==> src/sac_pkg.sv <==
// What this block, the software and the outside side do
// (RQ1) Capture window map is 24 bits in three bytes, lowest address smallest delay.
// (RQ2) Outside side supplies device clock and normal operation before calibration starts.
// (RQ3) Outside clock source keeps reference running periodically during calibration.
// (RQ4) Software writes calibration config first, then raises calibration enable.
// (RQ5) With enable high, sweep delay until clock falling edge meets reference rising edge.
// (RQ6) A completion flag lets software poll for the end of the search.
// (RQ7) On completion, the found delay setting is readable in a result field.
// (RQ8) The calibrated delay stays applied until power-down without software action.
// (RQ9) After calibration is disabled, software writes to the delay setting are accepted.
// (RQ10) A stored delay written at startup (invert, coarse, fine) replaces calibration.
// (RQ11) Software keeps converter calibration off while alignment calibration runs.
// (RQ12) Software holds capture phase select at zero while alignment calibration is used.
// (RQ13) Search tries coarse steps with both clock polarities, picks smallest coarse delay.
// (RQ14) Software continues startup only after calibration reports completion.
// (RQ15) Downstream receiver picks a suitable elastic buffer release point.
// (RQ16) Capture window map becomes valid only after three reference rising edges.
// (RQ17) Bits 0 and 23 of the capture window map always read as one.
// (RQ18) Capture phase select addresses only the first 16 capture positions.
// (RQ19) Completion flag clears when calibration starts, stays low until the search settles.
`default_nettype none
package sac_pkg;

    // ------------------------------------------------------------
    // Register offsets
    // ------------------------------------------------------------
    localparam logic [11:0] SAC_ADDR_CAPTURE_PHASE = 12'h029;
    localparam logic [11:0] SAC_ADDR_MAP_LOW = 12'h02c;
    localparam logic [11:0] SAC_ADDR_MAP_MID = 12'h02d;
    localparam logic [11:0] SAC_ADDR_MAP_HIGH = 12'h02e;
    localparam logic [11:0] SAC_ADDR_DELAY_FINE = 12'h030;
    localparam logic [11:0] SAC_ADDR_DELAY_COARSE = 12'h031;
    localparam logic [11:0] SAC_ADDR_DELAY_INVERT = 12'h032;
    localparam logic [11:0] SAC_ADDR_CAL_CONFIG = 12'h033;
    localparam logic [11:0] SAC_ADDR_CAL_ENABLE = 12'h034;
    localparam logic [11:0] SAC_ADDR_CAL_STATUS = 12'h035;
    localparam logic [11:0] SAC_ADDR_RESULT_FINE = 12'h036;
    localparam logic [11:0] SAC_ADDR_RESULT_COARSE = 12'h037;
    localparam logic [11:0] SAC_ADDR_RESULT_INVERT = 12'h038;

    // ------------------------------------------------------------
    // Field layout and reset values
    // ------------------------------------------------------------
    localparam int SAC_STATUS_DONE_BIT = 0;
    localparam int SAC_STATUS_FAIL_BIT = 1;
    localparam int SAC_STATUS_MAP_VALID_BIT = 2;
    localparam int SAC_MAP_WIDTH = 24;
    localparam logic [1:0] SAC_MAP_VALID_EDGES = 2'h3;
    localparam logic [7:0] SAC_RESET_BYTE = 8'h00;
    localparam logic [7:0] SAC_COARSE_LAST = 8'hff;
    localparam logic [23:0] SAC_MAP_EDGE_BITS = 24'h800001;
    localparam logic [23:0] SAC_MAP_UNKNOWN = 24'hffffff;

    // ------------------------------------------------------------
    // Calibration states
    // ------------------------------------------------------------
    typedef enum logic [2:0] {
        SAC_CAL_IDLE = 3'b001,
        SAC_CAL_SETTLE = 3'b010,
        SAC_CAL_DONE = 3'b100
    } sac_cal_state_t;

endpackage
`default_nettype wire

==> src/sac_sysref_align.sv <==
`default_nettype none
module sac_sysref_align (
    input wire logic clock,
    input wire logic rst,
    input wire logic [11:0] reg_addr,
    input wire logic [7:0] reg_wdata,
    input wire logic reg_wr,
    input wire logic reg_rd,
    output logic [7:0] reg_rdata,
    output logic reg_rdata_valid,
    input wire logic sysref_pin,
    input wire logic [23:0] window_detect_pin,
    input wire logic edge_aligned_pin,
    output logic clock_invert_delay,
    output logic [7:0] coarse_delay_step,
    output logic [7:0] fine_delay_step,
    output logic [3:0] capture_phase_select
);

    // ------------------------------------------------------------
    // Input synchronisers
    // ------------------------------------------------------------
    logic [25:0] sync1_reg;
    logic [25:0] sync2_reg;
    logic sysref_prev_reg;
    logic sysref_rise;
    logic aligned_now;
    logic [23:0] window_now;

    always_ff @(posedge clock) begin
        if (rst) begin
            sync1_reg <= '0;
            sync2_reg <= '0;
            sysref_prev_reg <= 1'b0;
        end else begin
            sync1_reg <= {edge_aligned_pin, sysref_pin, window_detect_pin};
            sync2_reg <= sync1_reg;
            sysref_prev_reg <= sync2_reg[24];
        end
    end

    always_comb begin
        sysref_rise = sync2_reg[24] & ~sysref_prev_reg;
        aligned_now = sync2_reg[25];
        window_now = sync2_reg[23:0];
    end

    // ------------------------------------------------------------
    // Software registers and capture window map
    // ------------------------------------------------------------
    logic [3:0] phase_sel_reg, phase_sel_next;
    logic [7:0] sw_fine_reg, sw_fine_next;
    logic [7:0] sw_coarse_reg, sw_coarse_next;
    logic sw_inv_reg, sw_inv_next;
    logic [7:0] cal_config_reg, cal_config_next;
    logic cal_enable_reg, cal_enable_next;
    logic [23:0] map_reg, map_next;
    logic [1:0] edge_count_reg, edge_count_next;
    logic [7:0] rdata_reg, rdata_next;
    logic rvalid_reg, rvalid_next;
    logic map_valid;
    logic [23:0] map_view;

    // Calibration state, declared here because the register file reads it.
    sac_pkg::sac_cal_state_t cal_state_reg, cal_state_next;
    logic cal_done_reg, cal_done_next;
    logic cal_fail_reg, cal_fail_next;
    logic try_inv_reg, try_inv_next;
    logic [7:0] try_coarse_reg, try_coarse_next;
    logic [1:0] settle_count_reg, settle_count_next;
    logic res_inv_reg, res_inv_next;
    logic [7:0] res_coarse_reg, res_coarse_next;
    logic [7:0] res_fine_reg, res_fine_next;
    logic cal_start;
    logic cal_found;

    always_comb begin
        map_valid = (edge_count_reg == sac_pkg::SAC_MAP_VALID_EDGES);
        // Until three edges are seen every position is reported as suspect.
        map_view = map_valid ? (map_reg | sac_pkg::SAC_MAP_EDGE_BITS)
                             : sac_pkg::SAC_MAP_UNKNOWN; // [RQ16] [RQ17]
        phase_sel_next = phase_sel_reg;
        sw_fine_next = sw_fine_reg;
        sw_coarse_next = sw_coarse_reg;
        sw_inv_next = sw_inv_reg;
        cal_config_next = cal_config_reg;
        cal_enable_next = cal_enable_reg;
        map_next = map_reg;
        edge_count_next = edge_count_reg;
        rdata_next = rdata_reg;
        rvalid_next = reg_rd;
        if (sysref_rise) begin
            map_next = window_now;
            if (!map_valid) begin
                edge_count_next = edge_count_reg + 2'h1; // [RQ16]
            end
        end
        if (reg_wr) begin
            case (reg_addr)
                sac_pkg::SAC_ADDR_CAPTURE_PHASE: phase_sel_next = reg_wdata[3:0]; // [RQ18]
                sac_pkg::SAC_ADDR_CAL_CONFIG: cal_config_next = reg_wdata;
                sac_pkg::SAC_ADDR_CAL_ENABLE: cal_enable_next = reg_wdata[0];
                default: begin
                end
            endcase
            // Delay writes are held off while calibration owns the delay line.
            if (!cal_enable_reg) begin // [RQ9] [RQ10]
                case (reg_addr)
                    sac_pkg::SAC_ADDR_DELAY_FINE: sw_fine_next = reg_wdata;
                    sac_pkg::SAC_ADDR_DELAY_COARSE: sw_coarse_next = reg_wdata;
                    sac_pkg::SAC_ADDR_DELAY_INVERT: sw_inv_next = reg_wdata[0];
                    default: begin
                    end
                endcase
            end
        end
        // The found setting seeds the software delay so disabling causes no jump.
        if (cal_state_reg == sac_pkg::SAC_CAL_SETTLE && cal_found) begin // [RQ8]
            sw_inv_next = try_inv_reg;
            sw_coarse_next = try_coarse_reg;
            sw_fine_next = res_fine_reg;
        end
        if (reg_rd) begin
            case (reg_addr)
                sac_pkg::SAC_ADDR_CAPTURE_PHASE: rdata_next = {4'h0, phase_sel_reg};
                sac_pkg::SAC_ADDR_MAP_LOW: rdata_next = map_view[7:0]; // [RQ1]
                sac_pkg::SAC_ADDR_MAP_MID: rdata_next = map_view[15:8]; // [RQ1]
                sac_pkg::SAC_ADDR_MAP_HIGH: rdata_next = map_view[23:16]; // [RQ1]
                sac_pkg::SAC_ADDR_DELAY_FINE: rdata_next = sw_fine_reg;
                sac_pkg::SAC_ADDR_DELAY_COARSE: rdata_next = sw_coarse_reg;
                sac_pkg::SAC_ADDR_DELAY_INVERT: rdata_next = {7'h00, sw_inv_reg};
                sac_pkg::SAC_ADDR_CAL_CONFIG: rdata_next = cal_config_reg;
                sac_pkg::SAC_ADDR_CAL_ENABLE: rdata_next = {7'h00, cal_enable_reg};
                sac_pkg::SAC_ADDR_CAL_STATUS: rdata_next = {5'h00, map_valid, cal_fail_reg, cal_done_reg}; // [RQ6]
                sac_pkg::SAC_ADDR_RESULT_FINE: rdata_next = res_fine_reg; // [RQ7]
                sac_pkg::SAC_ADDR_RESULT_COARSE: rdata_next = res_coarse_reg; // [RQ7]
                sac_pkg::SAC_ADDR_RESULT_INVERT: rdata_next = {7'h00, res_inv_reg}; // [RQ7]
                default: rdata_next = 8'h00;
            endcase
        end
    end

    always_ff @(posedge clock) begin
        if (rst) begin
            phase_sel_reg <= 4'h0;
            sw_fine_reg <= sac_pkg::SAC_RESET_BYTE;
            sw_coarse_reg <= sac_pkg::SAC_RESET_BYTE;
            sw_inv_reg <= 1'b0;
            cal_config_reg <= sac_pkg::SAC_RESET_BYTE;
            cal_enable_reg <= 1'b0;
            map_reg <= '0;
            edge_count_reg <= 2'h0;
            rdata_reg <= 8'h00;
            rvalid_reg <= 1'b0;
        end else begin
            phase_sel_reg <= phase_sel_next;
            sw_fine_reg <= sw_fine_next;
            sw_coarse_reg <= sw_coarse_next;
            sw_inv_reg <= sw_inv_next;
            cal_config_reg <= cal_config_next;
            cal_enable_reg <= cal_enable_next;
            map_reg <= map_next;
            edge_count_reg <= edge_count_next;
            rdata_reg <= rdata_next;
            rvalid_reg <= rvalid_next;
        end
    end

    // ------------------------------------------------------------
    // Alignment search
    // ------------------------------------------------------------
    logic cal_enable_prev_reg;
    logic inv_out_reg, inv_out_next;
    logic [7:0] coarse_out_reg, coarse_out_next;
    logic [7:0] fine_out_reg, fine_out_next;

    always_comb begin
        cal_start = cal_enable_reg & ~cal_enable_prev_reg;
        cal_found = (settle_count_reg == cal_config_reg[1:0]) & sysref_rise & aligned_now;
        cal_state_next = cal_state_reg;
        cal_done_next = cal_done_reg;
        cal_fail_next = cal_fail_reg;
        try_inv_next = try_inv_reg;
        try_coarse_next = try_coarse_reg;
        settle_count_next = settle_count_reg;
        res_inv_next = res_inv_reg;
        res_coarse_next = res_coarse_reg;
        res_fine_next = res_fine_reg;
        case (cal_state_reg)
            sac_pkg::SAC_CAL_IDLE: begin
                if (cal_start) begin
                    cal_state_next = sac_pkg::SAC_CAL_SETTLE;
                end
            end
            sac_pkg::SAC_CAL_SETTLE: begin
                if (!cal_enable_reg) begin
                    cal_state_next = sac_pkg::SAC_CAL_IDLE;
                end else if (sysref_rise) begin
                    // Wait config[1:0]+1 reference edges per step, then judge alignment.
                    if (settle_count_reg != cal_config_reg[1:0]) begin
                        settle_count_next = settle_count_reg + 2'h1;
                    end else if (aligned_now) begin // [RQ5]
                        res_inv_next = try_inv_reg;
                        res_coarse_next = try_coarse_reg;
                        cal_done_next = 1'b1; // [RQ6]
                        cal_state_next = sac_pkg::SAC_CAL_DONE;
                    end else begin
                        settle_count_next = 2'h0;
                        // Both polarities at each coarse step, so the first hit is the smallest.
                        if (!try_inv_reg) begin // [RQ13]
                            try_inv_next = 1'b1;
                        end else if (try_coarse_reg == sac_pkg::SAC_COARSE_LAST) begin
                            cal_fail_next = 1'b1;
                            cal_done_next = 1'b1;
                            cal_state_next = sac_pkg::SAC_CAL_DONE;
                        end else begin
                            try_inv_next = 1'b0; // [RQ13]
                            try_coarse_next = try_coarse_reg + 8'h01;
                        end
                    end
                end
            end
            sac_pkg::SAC_CAL_DONE: begin
                if (!cal_enable_reg) begin
                    cal_state_next = sac_pkg::SAC_CAL_IDLE;
                end
            end
            default: cal_state_next = sac_pkg::SAC_CAL_IDLE;
        endcase
        if (cal_start) begin
            cal_done_next = 1'b0; // [RQ19]
            cal_fail_next = 1'b0;
            try_inv_next = 1'b0;
            try_coarse_next = sac_pkg::SAC_RESET_BYTE;
            settle_count_next = 2'h0;
            res_fine_next = sw_fine_reg;
        end
        // The line follows the search while it runs, then the held result.
        if (cal_state_reg == sac_pkg::SAC_CAL_SETTLE) begin // [RQ5]
            inv_out_next = try_inv_reg;
            coarse_out_next = try_coarse_reg;
            fine_out_next = res_fine_reg;
        end else if (cal_state_reg == sac_pkg::SAC_CAL_DONE) begin // [RQ8]
            inv_out_next = res_inv_reg;
            coarse_out_next = res_coarse_reg;
            fine_out_next = res_fine_reg;
        end else begin // [RQ9] [RQ10]
            inv_out_next = sw_inv_reg;
            coarse_out_next = sw_coarse_reg;
            fine_out_next = sw_fine_reg;
        end
    end

    always_ff @(posedge clock) begin
        if (rst) begin
            cal_state_reg <= sac_pkg::SAC_CAL_IDLE;
            cal_enable_prev_reg <= 1'b0;
            cal_done_reg <= 1'b0;
            cal_fail_reg <= 1'b0;
            try_inv_reg <= 1'b0;
            try_coarse_reg <= sac_pkg::SAC_RESET_BYTE;
            settle_count_reg <= 2'h0;
            res_inv_reg <= 1'b0;
            res_coarse_reg <= sac_pkg::SAC_RESET_BYTE;
            res_fine_reg <= sac_pkg::SAC_RESET_BYTE;
            inv_out_reg <= 1'b0;
            coarse_out_reg <= sac_pkg::SAC_RESET_BYTE;
            fine_out_reg <= sac_pkg::SAC_RESET_BYTE;
        end else begin
            cal_state_reg <= cal_state_next;
            cal_enable_prev_reg <= cal_enable_reg;
            cal_done_reg <= cal_done_next;
            cal_fail_reg <= cal_fail_next;
            try_inv_reg <= try_inv_next;
            try_coarse_reg <= try_coarse_next;
            settle_count_reg <= settle_count_next;
            res_inv_reg <= res_inv_next;
            res_coarse_reg <= res_coarse_next;
            res_fine_reg <= res_fine_next;
            inv_out_reg <= inv_out_next;
            coarse_out_reg <= coarse_out_next;
            fine_out_reg <= fine_out_next;
        end
    end

    always_comb begin
        reg_rdata = rdata_reg;
        reg_rdata_valid = rvalid_reg;
        clock_invert_delay = inv_out_reg;
        coarse_delay_step = coarse_out_reg;
        fine_delay_step = fine_out_reg;
        capture_phase_select = phase_sel_reg; // [RQ18]
    end

endmodule
`default_nettype wire

==> config.mk <==
export PLATFORM = sky130hd
export DESIGN_NAME = sac_sysref_align
export DESIGN_NICKNAME = d
export VERILOG_FILES = /design/src/sac_pkg.sv /design/src/sac_sysref_align.sv
export SDC_FILE = /design/constraint.sdc
export NUM_CORES = 1
export LEC_CHECK = 0
export BUFFER_PORTS_ARGS = -buffer_cell sky130_fd_sc_hd__buf_2
export CAP_MARGIN = 15
export CORE_ASPECT_RATIO = 0.5
export CORE_UTILIZATION = 35
export CTS_CLUSTER_SIZE = 40
export DETAILED_ROUTE_END_ITERATION = 7
export PLACE_DENSITY = 0.63
export SLEW_MARGIN = 20
export SYNTH_ARGS = -nofsm -noshare
export SYNTH_HDL_FRONTEND = slang
export SYNTH_SLANG_ARGS = --single-unit
==> constraint.sdc <==
create_clock -name clock -period 2.3 [get_ports clock]
set_input_delay 0.23 -clock clock [delete_from_list [all_inputs] [get_ports clock]]
set_output_delay 0.23 -clock clock [all_outputs]
set_load 0.01 [all_outputs]
==> impl_metrics.json <==
{
  "dr.pass1.iters": 5,
  "dieArea_sq_mm": 0.02032,
  "crit_arrival_ps": 2410,
  "synth_top_flop_cell": "dfxtp_1",
  "crit_path_start_kind": "register",
  "synthCells": 762,
  "layout-drive-gt1-share_pct": 19.70,
  "gp_congestion": 0.9109,
  "period_minus_slack_ps": 2049,
  "cts_made_buffers": 17,
  "finalSetupViolCount": 0,
  "viasPerCell": 5.164,
  "routed_wl_mm": 18.90,
  "ys_seq_area_share_pct": 47.28,
  "slew_viol_final": 0,
  "design_area_sq_mm": 0.008288,
  "slew_headroom_pct": 55.89,
  "wl_per_cell_microns": 16.92,
  "crit_path_end_kind": "register",
  "grt_pass1_wl_mm": 29.66,
  "hold_depth": 2,
  "whs_ps": 9.614,
  "cts_sinks": 163,
  "crit_required_ps": 2660,
  "cts_root_buf": "clkbuf_16",
  "cts_tree": "done",
  "clkLatencyLatePin_ps": 430,
  "peakVddDrop_v": 0.0004954,
  "ys_types": 68,
  "port_buffers": 77,
  "tightest_slew_ps": 654.7,
  "period_share_pct": 89.09,
  "grt_usage_pct": 19.00,
  "ios": 80,
  "ys_async_sr_fraction_pct": 0,
  "core_area_sq_mm": 0.01883,
  "die_w_microns": 200.6,
  "nets": 897,
  "cts-htree-levels": 4,
  "fmax_ghz": 0.4880,
  "synth-edff-count": 0,
  "grt_pass1_vias": 5340,
  "synth_fp_nets": 814,
  "antenna_found_initial": 0,
  "r2r_cells": 6,
  "placedInstanceArea_sq_mm": 0.007625,
  "vias": 5768,
  "grt_overflow_total": 0,
  "synth_area_sq_mm": 0.006902,
  "rsz0062_at_grt": "no",
  "syn_area_per_cell_sq_um": 9.057,
  "synth_warnings": 0,
  "post-dp-hpwl_mm": 13.82,
  "fin_util_pct": 44.01,
  "min-delay-path-class": "input port to register",
  "rows": 35,
  "tns_ps": 0,
  "grt_max_degree": 70,
  "ant_nets": 0,
  "path_max_fanout": 7,
  "clockBufferDepth": 2,
  "die_y_microns": 101.3,
  "ys_seq_elements": 163,
  "max_cap_violations": 0,
  "areaGrowthSynthToFinish_pct": 20.09,
  "finalHoldViolCount": 0,
  "power_uw": 6043,
  "dr.first_iter.drc_count": 495,
  "outcome": "finished clean",
  "skew_ps": 9.593,
  "ctsResizeCount": 0,
  "crit_type": "register to register",
  "fillerInstances": 1903,
  "start_util_pct": 36.65,
  "path_clk_slew_ps": 70,
  "power.density_mw_per_mm2": 729.2,
  "p_leak_uw": 0.003242,
  "drc": 0,
  "diodes": 0
}
layer usage:
layer	GRT usage [%]	up-vias	wire, microns
met3	4.215	16	1051
li1	-	2849	-
met4	5.226	0	203
met2	29.83	160	8340
met1	26.38	2743	9305
met5	0	-	0
repair_timing:
| item | 4_1_cts | 5_1_grt |
|---|---|---|
| buffers inserted | 0 | 0 |
| hold buffers | 7 | 0 |
| hold endpoints to repair | 7 | 0 |
area by class of cell:
type,instances,area [sq um],share of cell area [%]
Inverter,5,18.77,0.2264
Timing Repair Buffer,118,725.7,8.756
Tap cell,259,324.1,3.910
Multi-Input combinational cell,540,3363,40.58
Clock buffer,17,425.4,5.133
Clock inverter,15,167.7,2.023
Sequential cell,163,3263,39.37
logic make-up (layout without fill, tap and decap cells):
family	after synthesis	count (layout)	synth area share, %
simple gates	320	320	24.46
compound gates	154	154	14.76
fa+ha+maj	2	2	0.3625
mux	56	56	8.140
buf+inv	59	155	3.988
xor+xnor	8	8	1.015
flops	163	163	47.28
report_power, final:
part           switching [uW]  internal [uW]
Sequential               15.8           2870
Clock                    1310           1550
Combinational             183            114
worst max-delay path: stages (launching register included):
cell and delay (ps):
dfxtp_1 460, ha_1 290, nand3_1 110, o21ai_0 550, nor3_2 220, a21o_1 210
a21oi_1 130
stage by stage:
step | cells | worst slack (ps)
final | 1117 | 250.9
after global routing | 1117 | 129.5
after CTS | 1117 | 265.9
after detailed placement | 1078 | 280.6
after global placement | 1078 | 301.8
after floorplan | 762 | 603.1
placed cells by master (no fill, tap or decap), drive strengths merged, types with 8 or more instances in the layout:
cell    Yosys  final
dfxtp     163    163
buf        14    111
nand2      89     89
nor2       78     78
nor2b      60     60
mux2i      55     55
a21oi      51     51
a211oi     28     28
nand3      24     24
o21ai      23     23
clkbuf     40     17
inv         4     13
nand2b     12     12
nor3       11     11
xnor2       8      8
nand4       8      8
a32oi       8      8
cells in the mapped netlist (all sizes together) (5+ instances only):
cell type,number,area (sq um)
dfxtp,163,3263
nand2,89,334.1
nor2,78,315.3
nor2b,60,375.4
mux2i,55,550.5
a21oi,51,259.0
clkbuf,40,163.9
a211oi,28,210.2
nand3,24,125.1
o21ai,23,115.1
buf,14,92.59
nand2b,12,75.07
nor3,11,76.33
a32oi,8,70.07
nand4,8,50.05
xnor2,8,70.07
a31oi,7,43.79
nand3b,7,52.55
nor4,7,73.82
or3b,6,52.55
nor3b,5,53.80
o221a,5,56.30
path summary, 6_finish.rpt:
kind / start / slack, ps / endpoint
worst max-delay path: try_coarse_reg[0] / 250 / try_coarse_reg[4]
worst min-delay path: window_detect_pin[11] / 10 / sync1_reg[11]
worst max register to register: try_coarse_reg[0] / 250 / try_coarse_reg[4]
worst min register to register: sync1_reg[22] / 430 / sync2_reg[22]
(Power assumes the default switching activity.)
